===== src/rtl/ssr_pkg.sv =====
// Purpose: Constants for the instrument status register bank
// Assumes: One 20 MHz clock, synchronous active-high reset
// Notes: Register select codes are local choices
// Functional notes
// - Normal-activity register is sixteen bits wide
// - Bit 0 set while calibrating
// - Bit 5 set while awaiting trigger
// - Bit 5 summarises detailed trigger status; code has no trigger register, copies awaiting_start_event
// - Event read returns value, then clears
// - Condition read returns live bits, no change
// - Normal-activity mask writable, readable; host limits range
// - Normal rise filter read/write, defaults 32767
// - Normal fall filter read/write, defaults zero
// - Fault register is sixteen bits wide
// - Fault bits 0,1,3,4: voltage, current, power, heat
// - Fault bits 9,10,11: low voltage, alarm, reverse
// - Fault mask writable, readable; host limits range
// - Fault rise filter defaults 32767, readable
// - Fault fall filter defaults zero, readable
// - Summary bits 0-3: CC, CV, CR, CP regulation
// - Summary bit 8 set while sequence runs
// - Queries answered as unsigned decimal text
// - Status bit 7: masked normal-activity event pending
// - Status bit 3: masked fault event pending
// - Status bit 2: any summary bit set
// - Preset clears masks, restores filters, keeps events
package ssr_pkg;
	localparam int REG_W = 16;
	localparam logic [15:0] NA_USED = 16'h0021;
	localparam logic [15:0] FLT_USED = 16'h0E1B;
	localparam logic [15:0] SUM_USED = 16'h010F;
	localparam logic [15:0] RISE_RST = 16'h7FFF;
	localparam logic [15:0] FALL_RST = 16'h0000;
	localparam logic [15:0] MASK_RST = 16'h0000;
	localparam int NA_CAL_BIT = 0;
	localparam int NA_AWAITING_START_EVENT_BIT = 5;
	localparam int FLT_OV_BIT = 0;
	localparam int FLT_OC_BIT = 1;
	localparam int FLT_OP_BIT = 3;
	localparam int FLT_OT_BIT = 4;
	localparam int FLT_UV_BIT = 9;
	localparam int FLT_EXT_BIT = 10;
	localparam int FLT_REV_BIT = 11;
	localparam int STB_SUM_BIT = 2;
	localparam int STB_FLT_BIT = 3;
	localparam int STB_NA_BIT = 7;
	localparam int DIGITS = 5;
	localparam logic [7:0] ASCII_ZERO = 8'h30;
	typedef enum logic [3:0] {
		SEL_NA_EVENT, SEL_NA_LIVE_STATE_QUERY, SEL_NA_MASK, SEL_NA_RISE, SEL_NA_FALL,
		SEL_FLT_EVENT, SEL_FLT_LIVE_STATE_QUERY, SEL_FLT_MASK, SEL_FLT_RISE, SEL_FLT_FALL,
		SEL_SUM_LIVE_STATE_QUERY
	} ssr_sel_t;
endpackage


===== src/rtl/ssr_decimal.sv =====
`timescale 1ns/1ns
// Purpose: Serialise a 16-bit value as unsigned decimal characters
// Assumes: Consumer takes a character when char_valid and char_ready
// Notes: Leading zeros suppressed; zero sends one character
module ssr_decimal
	import ssr_pkg::*;
(
	// Clock and reset
	input wire logic ref_clk,
	input wire logic rst,
	// Value in
	input wire logic start,
	input wire logic [15:0] value,
	output logic busy,
	// Character out
	output logic [7:0] char_data,
	output logic char_valid,
	output logic char_last,
	input wire logic char_ready
);
	typedef enum logic [1:0] {D_IDLE, D_CONV, D_SEND} ssr_dstate_t;
	ssr_dstate_t state_reg, state_next;
	logic [15:0] rem_reg, rem_next;
	logic [2:0] idx_reg, idx_next;
	logic [3:0] dig_reg [DIGITS];
	logic [3:0] dig_next [DIGITS];
	logic started_reg, started_next;

	function automatic logic [15:0] pow10(input logic [2:0] i);
		unique case (i)
			3'd0: pow10 = 16'd10000;
			3'd1: pow10 = 16'd1000;
			3'd2: pow10 = 16'd100;
			3'd3: pow10 = 16'd10;
			default: pow10 = 16'd1;
		endcase
	endfunction

	always_comb begin
		state_next = state_reg;
		rem_next = rem_reg;
		idx_next = idx_reg;
		dig_next = dig_reg;
		started_next = started_reg;
		unique case (state_reg)
			D_IDLE: begin
				if (start) begin
					rem_next = value;
					idx_next = 3'd0;
					dig_next[0] = 4'd0;
					state_next = D_CONV;
				end
			end
			D_CONV: begin
				if (rem_reg >= pow10(idx_reg)) begin
					rem_next = rem_reg - pow10(idx_reg);
					dig_next[idx_reg] = dig_reg[idx_reg] + 4'd1;
				end else if (idx_reg == 3'(DIGITS - 1)) begin
					idx_next = 3'd0;
					started_next = 1'b0;
					state_next = D_SEND;
				end else begin
					idx_next = idx_reg + 3'd1;
					dig_next[idx_reg + 3'd1] = 4'd0;
				end
			end
			D_SEND: begin
				if (!started_reg && dig_reg[idx_reg] == 4'd0 && idx_reg != 3'(DIGITS - 1)) begin
					idx_next = idx_reg + 3'd1;
				end else if (char_ready) begin
					started_next = 1'b1;
					if (idx_reg == 3'(DIGITS - 1)) begin
						state_next = D_IDLE;
					end else begin
						idx_next = idx_reg + 3'd1;
					end
				end
			end
		endcase
	end

	always_ff @(posedge ref_clk) begin
		if (rst) begin
			state_reg <= D_IDLE;
			rem_reg <= 16'h0000;
			idx_reg <= 3'd0;
			started_reg <= 1'b0;
			for (int i = 0; i < DIGITS; i++) begin
				dig_reg[i] <= 4'd0;
			end
		end else begin
			state_reg <= state_next;
			rem_reg <= rem_next;
			idx_reg <= idx_next;
			started_reg <= started_next;
			dig_reg <= dig_next;
		end
	end

	assign busy = (state_reg != D_IDLE);
	assign char_valid = (state_reg == D_SEND) &&
		(started_reg || dig_reg[idx_reg] != 4'd0 || idx_reg == 3'(DIGITS - 1));
	assign char_data = ASCII_ZERO + {4'h0, dig_reg[idx_reg]};
	assign char_last = (idx_reg == 3'(DIGITS - 1));
endmodule


===== src/rtl/ssr_status_bank.sv =====
`timescale 1ns/1ns
// Purpose: Status register bank for normal-activity, fault and summary groups
// Assumes: Condition inputs are asynchronous levels; host port is synchronous
// Notes: Query answers come out as decimal characters
module ssr_status_bank
	import ssr_pkg::*;
(
	// Clock and reset
	input wire logic ref_clk,
	input wire logic rst,
	// Instrument conditions
	input wire logic calibrating,
	input wire logic awaiting_start_event,
	input wire logic surplus_voltage_flag,
	input wire logic surplus_current_flag,
	input wire logic surplus_power_flag,
	input wire logic heat_fault_flag,
	input wire logic low_voltage_flag,
	input wire logic outside_alarm_flag,
	input wire logic polarity_inverted_flag,
	input wire logic constant_current_regulating,
	input wire logic constant_voltage_regulating,
	input wire logic constant_resistance_regulating,
	input wire logic constant_power_regulating,
	input wire logic sequence_running,
	// Host command port
	input wire logic cmd_valid,
	output logic cmd_ready,
	input wire logic cmd_write,
	input wire logic cmd_preset,
	input wire logic [3:0] cmd_sel,
	input wire logic [15:0] cmd_wdata,
	// Query answer
	output logic [7:0] resp_char,
	output logic resp_valid,
	output logic resp_last,
	input wire logic resp_ready,
	// Summary bits
	output logic [7:0] status_byte
);
	logic [13:0] sync1_reg, sync2_reg;
	logic calibrating_s, awaiting_start_event_s;
	logic surplus_voltage_flag_s, surplus_current_flag_s, surplus_power_flag_s;
	logic heat_fault_flag_s, low_voltage_flag_s, outside_alarm_flag_s;
	logic polarity_inverted_flag_s;
	logic constant_current_regulating_s, constant_voltage_regulating_s;
	logic constant_resistance_regulating_s, constant_power_regulating_s;
	logic sequence_running_s;
	logic [15:0] na_live_state_query_reg, na_live_state_query_next;
	logic [15:0] flt_live_state_query_reg, flt_live_state_query_next;
	logic [15:0] sum_live_state_query_reg, sum_live_state_query_next;
	logic [15:0] na_evt_reg, na_evt_next;
	logic [15:0] flt_evt_reg, flt_evt_next;
	logic [15:0] na_mask_reg, na_mask_next;
	logic [15:0] flt_mask_reg, flt_mask_next;
	logic [15:0] na_rise_reg, na_rise_next;
	logic [15:0] na_fall_reg, na_fall_next;
	logic [15:0] flt_rise_reg, flt_rise_next;
	logic [15:0] flt_fall_reg, flt_fall_next;
	logic [7:0] stb_reg, stb_next;
	logic [15:0] rd_val;
	logic conv_busy, take, rd_take;
	logic wr_take, preset_take, na_evt_rd, flt_evt_rd;
	logic wr_na_mask, wr_na_rise, wr_na_fall;
	logic wr_flt_mask, wr_flt_rise, wr_flt_fall;

	function automatic logic [15:0] edge_hits(input logic [15:0] old_v, input logic [15:0] new_v,
		input logic [15:0] rise, input logic [15:0] fall, input logic [15:0] used);
		edge_hits = ((~old_v & new_v & rise) | (old_v & ~new_v & fall)) & used;
	endfunction

	function automatic logic sel_is(input logic [3:0] sel, input ssr_sel_t code);
		sel_is = (sel == code);
	endfunction

	// Two-stage synchronisers on condition inputs
	always_ff @(posedge ref_clk) begin
		if (rst) begin
			sync1_reg <= 14'h0000;
			sync2_reg <= 14'h0000;
		end else begin
			sync1_reg <= {calibrating, awaiting_start_event, surplus_voltage_flag,
				surplus_current_flag, surplus_power_flag, heat_fault_flag,
				low_voltage_flag, outside_alarm_flag, polarity_inverted_flag,
				constant_current_regulating, constant_voltage_regulating,
				constant_resistance_regulating, constant_power_regulating,
				sequence_running};
			sync2_reg <= sync1_reg;
		end
	end

	// Synchronised condition levels
	assign calibrating_s = sync2_reg[13];
	assign awaiting_start_event_s = sync2_reg[12];
	assign surplus_voltage_flag_s = sync2_reg[11];
	assign surplus_current_flag_s = sync2_reg[10];
	assign surplus_power_flag_s = sync2_reg[9];
	assign heat_fault_flag_s = sync2_reg[8];
	assign low_voltage_flag_s = sync2_reg[7];
	assign outside_alarm_flag_s = sync2_reg[6];
	assign polarity_inverted_flag_s = sync2_reg[5];
	assign constant_current_regulating_s = sync2_reg[4];
	assign constant_voltage_regulating_s = sync2_reg[3];
	assign constant_resistance_regulating_s = sync2_reg[2];
	assign constant_power_regulating_s = sync2_reg[1];
	assign sequence_running_s = sync2_reg[0];

	// Host command decode
	assign cmd_ready = !conv_busy;
	assign take = cmd_valid && cmd_ready;
	assign rd_take = take && !cmd_write && !cmd_preset;
	assign wr_take = take && cmd_write && !cmd_preset;
	assign preset_take = take && cmd_preset;
	assign na_evt_rd = rd_take && sel_is(cmd_sel, SEL_NA_EVENT);
	assign flt_evt_rd = rd_take && sel_is(cmd_sel, SEL_FLT_EVENT);
	assign wr_na_mask = wr_take && sel_is(cmd_sel, SEL_NA_MASK);
	assign wr_na_rise = wr_take && sel_is(cmd_sel, SEL_NA_RISE);
	assign wr_na_fall = wr_take && sel_is(cmd_sel, SEL_NA_FALL);
	assign wr_flt_mask = wr_take && sel_is(cmd_sel, SEL_FLT_MASK);
	assign wr_flt_rise = wr_take && sel_is(cmd_sel, SEL_FLT_RISE);
	assign wr_flt_fall = wr_take && sel_is(cmd_sel, SEL_FLT_FALL);

	// Normal-activity condition
	always_comb begin
		na_live_state_query_next = 16'h0000;
		na_live_state_query_next[NA_CAL_BIT] = calibrating_s;
		na_live_state_query_next[NA_AWAITING_START_EVENT_BIT] = awaiting_start_event_s;
	end

	// Fault condition
	always_comb begin
		flt_live_state_query_next = 16'h0000;
		flt_live_state_query_next[FLT_OV_BIT] = surplus_voltage_flag_s;
		flt_live_state_query_next[FLT_OC_BIT] = surplus_current_flag_s;
		flt_live_state_query_next[FLT_OP_BIT] = surplus_power_flag_s;
		flt_live_state_query_next[FLT_OT_BIT] = heat_fault_flag_s;
		flt_live_state_query_next[FLT_UV_BIT] = low_voltage_flag_s;
		flt_live_state_query_next[FLT_EXT_BIT] = outside_alarm_flag_s;
		flt_live_state_query_next[FLT_REV_BIT] = polarity_inverted_flag_s;
	end

	// Regulation summary condition
	always_comb begin
		sum_live_state_query_next = {7'h00, sequence_running_s, 4'h0, constant_power_regulating_s,
			constant_resistance_regulating_s, constant_voltage_regulating_s,
			constant_current_regulating_s};
	end

	// Event group
	always_comb begin
		na_evt_next = na_evt_reg;
		flt_evt_next = flt_evt_reg;
		if (na_evt_rd) begin
			na_evt_next = 16'h0000;
		end
		if (flt_evt_rd) begin
			flt_evt_next = 16'h0000;
		end
		na_evt_next = na_evt_next |
			edge_hits(na_live_state_query_reg, na_live_state_query_next, na_rise_reg, na_fall_reg, NA_USED);
		flt_evt_next = flt_evt_next |
			edge_hits(flt_live_state_query_reg, flt_live_state_query_next, flt_rise_reg, flt_fall_reg, FLT_USED);
	end

	// Mask and filter group
	always_comb begin
		na_mask_next = na_mask_reg;
		flt_mask_next = flt_mask_reg;
		na_rise_next = na_rise_reg;
		na_fall_next = na_fall_reg;
		flt_rise_next = flt_rise_reg;
		flt_fall_next = flt_fall_reg;
		if (preset_take) begin
			na_mask_next = MASK_RST;
			flt_mask_next = MASK_RST;
			na_rise_next = RISE_RST;
			na_fall_next = FALL_RST;
			flt_rise_next = RISE_RST;
			flt_fall_next = FALL_RST;
		end else begin
			if (wr_na_mask) begin
				na_mask_next = cmd_wdata;
			end
			if (wr_na_rise) begin
				na_rise_next = cmd_wdata;
			end
			if (wr_na_fall) begin
				na_fall_next = cmd_wdata;
			end
			if (wr_flt_mask) begin
				flt_mask_next = cmd_wdata;
			end
			if (wr_flt_rise) begin
				flt_rise_next = cmd_wdata;
			end
			if (wr_flt_fall) begin
				flt_fall_next = cmd_wdata;
			end
		end
	end

	// Status byte group
	always_comb begin
		stb_next = 8'h00;
		stb_next[STB_NA_BIT] = |(na_evt_next & na_mask_next);
		stb_next[STB_FLT_BIT] = |(flt_evt_next & flt_mask_next);
		stb_next[STB_SUM_BIT] = |(sum_live_state_query_next & SUM_USED);
	end

	always_comb begin
		unique case (cmd_sel)
			SEL_NA_EVENT: rd_val = na_evt_reg;
			SEL_NA_LIVE_STATE_QUERY: rd_val = na_live_state_query_reg;
			SEL_NA_MASK: rd_val = na_mask_reg;
			SEL_NA_RISE: rd_val = na_rise_reg;
			SEL_NA_FALL: rd_val = na_fall_reg;
			SEL_FLT_EVENT: rd_val = flt_evt_reg;
			SEL_FLT_LIVE_STATE_QUERY: rd_val = flt_live_state_query_reg;
			SEL_FLT_MASK: rd_val = flt_mask_reg;
			SEL_FLT_RISE: rd_val = flt_rise_reg;
			SEL_FLT_FALL: rd_val = flt_fall_reg;
			SEL_SUM_LIVE_STATE_QUERY: rd_val = sum_live_state_query_reg;
			default: rd_val = 16'h0000;
		endcase
	end

	// Condition group registers
	always_ff @(posedge ref_clk) begin
		if (rst) begin
			na_live_state_query_reg <= 16'h0000;
			flt_live_state_query_reg <= 16'h0000;
			sum_live_state_query_reg <= 16'h0000;
		end else begin
			na_live_state_query_reg <= na_live_state_query_next;
			flt_live_state_query_reg <= flt_live_state_query_next;
			sum_live_state_query_reg <= sum_live_state_query_next;
		end
	end

	// Event group registers
	always_ff @(posedge ref_clk) begin
		if (rst) begin
			na_evt_reg <= 16'h0000;
			flt_evt_reg <= 16'h0000;
		end else begin
			na_evt_reg <= na_evt_next;
			flt_evt_reg <= flt_evt_next;
		end
	end

	// Mask and filter group registers
	always_ff @(posedge ref_clk) begin
		if (rst) begin
			na_mask_reg <= MASK_RST;
			flt_mask_reg <= MASK_RST;
			na_rise_reg <= RISE_RST;
			na_fall_reg <= FALL_RST;
			flt_rise_reg <= RISE_RST;
			flt_fall_reg <= FALL_RST;
		end else begin
			na_mask_reg <= na_mask_next;
			flt_mask_reg <= flt_mask_next;
			na_rise_reg <= na_rise_next;
			na_fall_reg <= na_fall_next;
			flt_rise_reg <= flt_rise_next;
			flt_fall_reg <= flt_fall_next;
		end
	end

	// Status byte register
	always_ff @(posedge ref_clk) begin
		if (rst) begin
			stb_reg <= 8'h00;
		end else begin
			stb_reg <= stb_next;
		end
	end

	assign status_byte = stb_reg;

	ssr_decimal u_decimal (
		.ref_clk(ref_clk),
		.rst(rst),
		.start(rd_take),
		.value(rd_val),
		.busy(conv_busy),
		.char_data(resp_char),
		.char_valid(resp_valid),
		.char_last(resp_last),
		.char_ready(resp_ready)
	);
endmodule


===== config.mk =====
export PLATFORM = sky130hd
export DESIGN_NAME = ssr_status_bank
export DESIGN_NICKNAME = d
export VERILOG_FILES = /design/src/rtl/ssr_pkg.sv /design/src/rtl/ssr_decimal.sv /design/src/rtl/ssr_status_bank.sv
export SDC_FILE = /design/constraint.sdc
export NUM_CORES = 1
export LEC_CHECK = 0
export BUFFER_PORTS_ARGS = -buffer_cell sky130_fd_sc_hd__buf_2
export CAP_MARGIN = 20
export CORE_ASPECT_RATIO = 1.2
export CORE_MARGIN = 5
export CORE_UTILIZATION = 42
export CTS_CLUSTER_DIAMETER = 100
export DETAILED_ROUTE_END_ITERATION = 8
export HOLD_SLACK_MARGIN = 0.06
export PLACE_DENSITY_LB_ADDON = 0.05
export SYNTH_ARGS = -nofsm -noshare
export SYNTH_HDL_FRONTEND = slang
export SYNTH_HIERARCHICAL = 1
export SYNTH_SLANG_ARGS = --single-unit

===== constraint.sdc =====
create_clock -name ref_clk -period 3.58 [get_ports ref_clk]
set_clock_uncertainty 0.15 [all_clocks]
set_input_delay 0.537 -clock ref_clk [delete_from_list [all_inputs] [get_ports ref_clk]]
set_output_delay 0.537 -clock ref_clk [all_outputs]
set_load 0.01 [all_outputs]

; Word-level counts from Yosys, hierarchy flattened
; Cells that the tools add are included.
[op_classes]
n_addsub = 4
eq_ne = 28
n_bitwise = 22
mux = 45
reduce_logical = 43
order_cmp = 5
[ops]
columns = operator, count
row1 = $mux W16, 11
row2 = $pmux W16 S11, 1
row3 = $pmux W14 S4, 1
row4 = $and A12 B12 Y12, 4
row5 = $mux W20, 2
row6 = $and A16 B16 Y16, 2
row7 = $pmux W16 S2, 1
row8 = $reduce_or A16 Y1, 2
row9 = $and A6 B6 Y6, 4
row10 = $demux W4 S3, 2
row11 = $not A12 Y12, 2
row12 = $and A20 B20 Y20, 1
row13 = $bwmux W20, 1
row14 = $mux W4, 5
row15 = $not A20 Y20, 1
row16 = $logic_and A1 B1 Y1, 19
row17 = $mux W3, 6
row18 = $eq A4 B3 Y1 const B, 4
row19 = $ge A16 B16 Y1, 1
row20 = $or A16 B12 Y16, 1
row21 = $or A16 B6 Y16, 1
row22 = $sub A16 B16 Y16, 1
row23 = $bmux W4 S3, 1
row24 = $eq A4 B4 Y1 const B, 3
row25 = other kinds (40), 70
[totals]
ff_bits = 231
wordCells = 172

; Depth between registers and ports, before layout
[depth]
ltp_word = 11
ltp_mapped = 14

; Cells and area by module
; Netlist, hierarchy kept.
[modules_own_cells]
columns = module, area_per_inst_um2, n_inst, cells_per_inst
row1 = ssr_status_bank, 6861.6, 1, 784
row2 = ssr_decimal, 3314.4, 1, 404

; Least setup slack after synthesis
; Ideal clock, no wire load.
[synth_timing]
path_kind = reg-to-reg
from = reg u_decimal.idx_reg[1]
to = reg u_decimal.idx_reg[0]
arrival_ns = 2.965
path_stages_with_launch = 14
setup_ns = 0.121
path_slack_ns = 0.344
cell_sequence = dfxtp_1 buf_4 buf_6 inv_1 ha_1 nand2_1 ha_1 buf_6 a2111o_1 a2bb2oi_2 and2_4 o21ai_4 a211o_1 mux2_4
[synth_via]
elab_chain_len = 9
word_cells_on_any_way = 24
[synth_lines]
columns = item, line
row1 = "start, declared", ssr_decimal.sv:24  ; logic [2:0] idx_reg, idx_next;
row2 = "start signal, assigned", ssr_decimal.sv:94  ; idx_reg <= idx_next;
row3 = branches (longest 9 deep; another with $ge A16 B16 Y1), n/a
; Parallel ways; which one is timed is not known. The select of a mux whose other input is x is not followed.
; A chain may end at the register's enable or synchronous reset.

; Worst setup path after layout
[layout_timing]
from = reg u_decimal.idx_reg[1]
to = out resp_valid
[layout_via]
elab_chain_len = 8
word_cells_on_any_way = 9
[layout_lines]
columns = item, line
row1 = $not A3 Y4 (not written as such), ssr_decimal.sv:102  ; (started_reg || dig_reg[idx_reg] != 4'd0 || idx_reg == 3'(DIGITS - 1));
row2 = $bmux W4 S3, ssr_decimal.sv:102
row3 = $mux W4 (not written as such) (2 in series), ssr_decimal.sv:102
row4 = $reduce_bool A4 Y1, ssr_decimal.sv:102
row5 = $logic_or A1 B1 Y1, ssr_decimal.sv:102
row6 = $logic_or A1 B1 Y1 *, ssr_decimal.sv:102
row7 = $logic_and A1 B1 Y1 *, ssr_decimal.sv:101  ; assign char_valid = (state_reg == D_SEND) &&
row8 = "end, declared", ssr_status_bank.sv:35  ; output logic resp_valid,
; Every way passes the cells marked *; elsewhere a longest branch is shown, timed or not. The select of a mux whose other input is x is not followed.

==> flow_metrics.tcl <==
set metrics [dict create \
    wl_per_cell_um 20.5 \
    ys_types 90 \
    path_cells "buf_6 > mux2i_1 > nor2_1 > a211oi_2 > ha_1 > nand3b_1 > a2111oi_4 > a21oi_1 > buf_2" \
    wirelength_um 32400 \
    p_per_area_nw_per_um2 529 \
    fin_crit_sh_pct 93.2 \
    synth_top_area_cell "dfxtp_1" \
    p_leak_nw 4.73 \
    start_util_pct 42.6 \
    ant_nets 0 \
    arrival_ns 2.65 \
    syn_area_per_cell_um2 8.57 \
    cts_tree "built" \
    ctsHoldBuffers 0 \
    relSlewSlack_pct 44.3 \
    setup_tns_ns 0 \
    grt_use_total_pct 22.7 \
    antenna-diode-count 0 \
    whs_ns 0.0840 \
    synth-edff-count 0 \
    fp.dieW_um 152 \
    io_pins 59 \
    drt_iter0_drc 524 \
    cp_max_fo 14 \
    nFillCells 2392 \
    crit_path_max_incr_delay_ns 0.39 \
    ir_drop_uv 357 \
    clk_latency_ns 0.51 \
    firstDrtPassIters 5 \
    antenna_found_initial 1 \
    maxCapViolCount 0 \
    outcome "complete, no violations" \
    netlist.area_leader.share_pct 42.3 \
    critPathSlowestCell "dfxtp_1" \
    syn-cell-area_um2 10200 \
    final_nets 1308 \
    finalCriticalPeriod_ns 3.34 \
    finalSetupViolCount 0 \
    synth-main-ff-cell "dfxtp_1" \
    synth.cells.most_frequent "dfxtp_1 (215), nand2_1 (179), a21oi_1 (79), nor2_1 (70), nor2b_1 (53)" \
    dieHeight_um 181 \
    yosysSeqAreaShare_pct 42.3 \
    largest_register_ffs 20 \
    synth_seq_cells 215 \
    async_flop_share_pct 0 \
    dr_total_vias 8920 \
    met2_usage_pct 41.2 \
    cts_inserted_buffers 23 \
    cts.sinks 215 \
    vias_per_cell 5.64 \
    grt_pass1_vias 8778 \
    start_kind "flip-flop" \
    hp-class "in2reg" \
    area_growth_pct 15.7 \
    synth.most_common_cell "dfxtp_1" \
    htree_num_levels 1 \
    worstMarginPinSlew_ns 0.834 \
    ys_top_cells_by_area "dfxtp_1 (42%), nand2_1 (6.6%), mux2i_1 (4.1%), a21oi_1 (3.9%), a22oi_1 (3.5%)" \
    rows 62 \
    drive_above_1_share_pct 14.9 \
    hpwl_um 23100 \
    fmax_mhz 300 \
    cp-end-kind "output pin" \
    clockBufferDepth 3 \
    grt_setup_unrepaired "no" \
    gp_routability_congestion 0.871 \
    port_buffers 49 \
    remaining_drc_errors 0 \
    grt_max_degree 63 \
    report.final.hold_viol_count 0 \
    busiest_layer "met2" \
    cp.required_ns 2.89 \
    critPathKind "reg2out" \
    overflow 0 \
    yosys_warnings 6 \
    grtUsageMet3_pct 2.76 \
    synthCells 1188 \
    cp_num_buf_inv 2 \
    cts-root-buf "clkbuf_16" \
    clkTransAtPathRegs_ns 0.06 \
    use_met1_pct 28.1 \
    finalCoreUtilization_pct 49.3 \
    coreArea_um2 23900 \
    crit_family "compound AO/OA/AOI/OAI gates" \
    maxSlewViolCount 0 \
    grt_pass1_wl_um 50300 \
    dieArea_um2 27500 \
]
==> per-layer routing <==
metal / vias up / share of wire (%) / wire, um
met3: 58 / 4.7 / 1530
met1: 4295 / 42 / 13700
li1: 4326 / - / -
met5: - / 0.040 / 13
met4: 2 / 2.7 / 884
met2: 239 / 50 / 16300
==> metrics by stage <==
step / cell area [um^2] / setup slack [ns] / total power [W] / std cells
finish: 11800 / 0.244 / 0.00623 / 1581
floorplan: 10200 / 0.344 / 0.00337 / 1194
detailed placement: 10900 / 0.309 / 0.00378 / 1538
CTS: 11700 / 0.0104 / 0.00628 / 1579
global route: 11800 / 0.0361 / 0.00649 / 1581
global placement: 10900 / 0.331 / 0.00378 / 1538
==> layout make-up <==
| cell class | instances | area (um^2) | area share (%) |
|---|---|---|---|
| clock buffers | 30 | 652 | 5.54 |
| clock inverters | 11 | 139 | 1.18 |
| inverters | 49 | 184 | 1.56 |
| multi-input cells | 846 | 5360 | 45.5 |
| flip-flops and latches | 215 | 4300 | 36.6 |
| well taps | 320 | 400 | 3.40 |
| repair buffers | 110 | 734 | 6.24 |
==> path summary, 6_finish.rpt <==
kind | startpoint | to | slack (ns) | cells past startpoint
setup / recovery | u_decimal/idx_reg[1] | resp_valid | 0.24 | 9
setup reg to reg | u_decimal/idx_reg[0] | u_decimal/dig_reg[3] | 0.29 | 10
hold reg to reg | sync1_reg[1] | sync2_reg[1] | 0.29 | 1
hold / removal | constant_power_regulating | sync1_reg[1] | 0.08 | 2
==> kinds of logic (layout without fill, tap and decap cells) <==
group / count (synthesis) / count (layout) / share of synthesized area [%]
mux: 53 / 53 / 5.42
other cells: 3 / 9 / 0.111
xor+xnor: 4 / 4 / 0.344
buf+inv: 133 / 200 / 5.69
simple gates: 475 / 475 / 23.4
compound gates: 282 / 282 / 19.8
fa+ha+maj: 23 / 23 / 2.90
flops: 215 / 215 / 42.3
==> placed cells by master, fill, tap and decap left out, types with 5 or more instances in the layout <==
cell type / netlist / layout
dfxtp_1: 215 / 215
nand2_1: 179 / 179
a21oi_1: 79 / 78
nor2_1: 70 / 70
buf_4: 11 / 59
nor2b_1: 53 / 53
inv_1: 48 / 48
buf_2: 13 / 48
a22oi_1: 47 / 47
nand3_1: 47 / 47
mux2i_1: 42 / 42
and2_1: 34 / 34
clkbuf_16: 0 / 23
ha_1: 22 / 22
o21ai_0: 21 / 21
nor3_1: 20 / 19
nand4_1: 15 / 15
a22o_1: 15 / 15
nand3b_1: 15 / 15
a211oi_1: 15 / 14
a221oi_1: 12 / 12
o22ai_1: 11 / 11
conb_1: 3 / 9
o31ai_1: 7 / 7
a311oi_1: 7 / 7
mux2_2: 6 / 6
and3_1: 6 / 6
o32ai_1: 6 / 6
a31oi_1: 5 / 5
clkbuf_8: 0 / 5
clkinv_2: 0 / 5
==> report_power, final <==
part           switching [W]  internal [W]
clock               0.000994       0.00150
combinational       0.000783      0.000442
sequential         0.0000453       0.00247
total                0.00182       0.00441
==> timing repair <==
| item | 4_1_cts | 5_1_grt |
|---|---|---|
| pin swaps | 0 | 2 |
| resized for setup | 1 | 2 |
| setup buffers | 0 | 2 |
| setup endpoints to repair | 1 | 1 |
No activity file was read; power rests on OpenSTA's default activity.
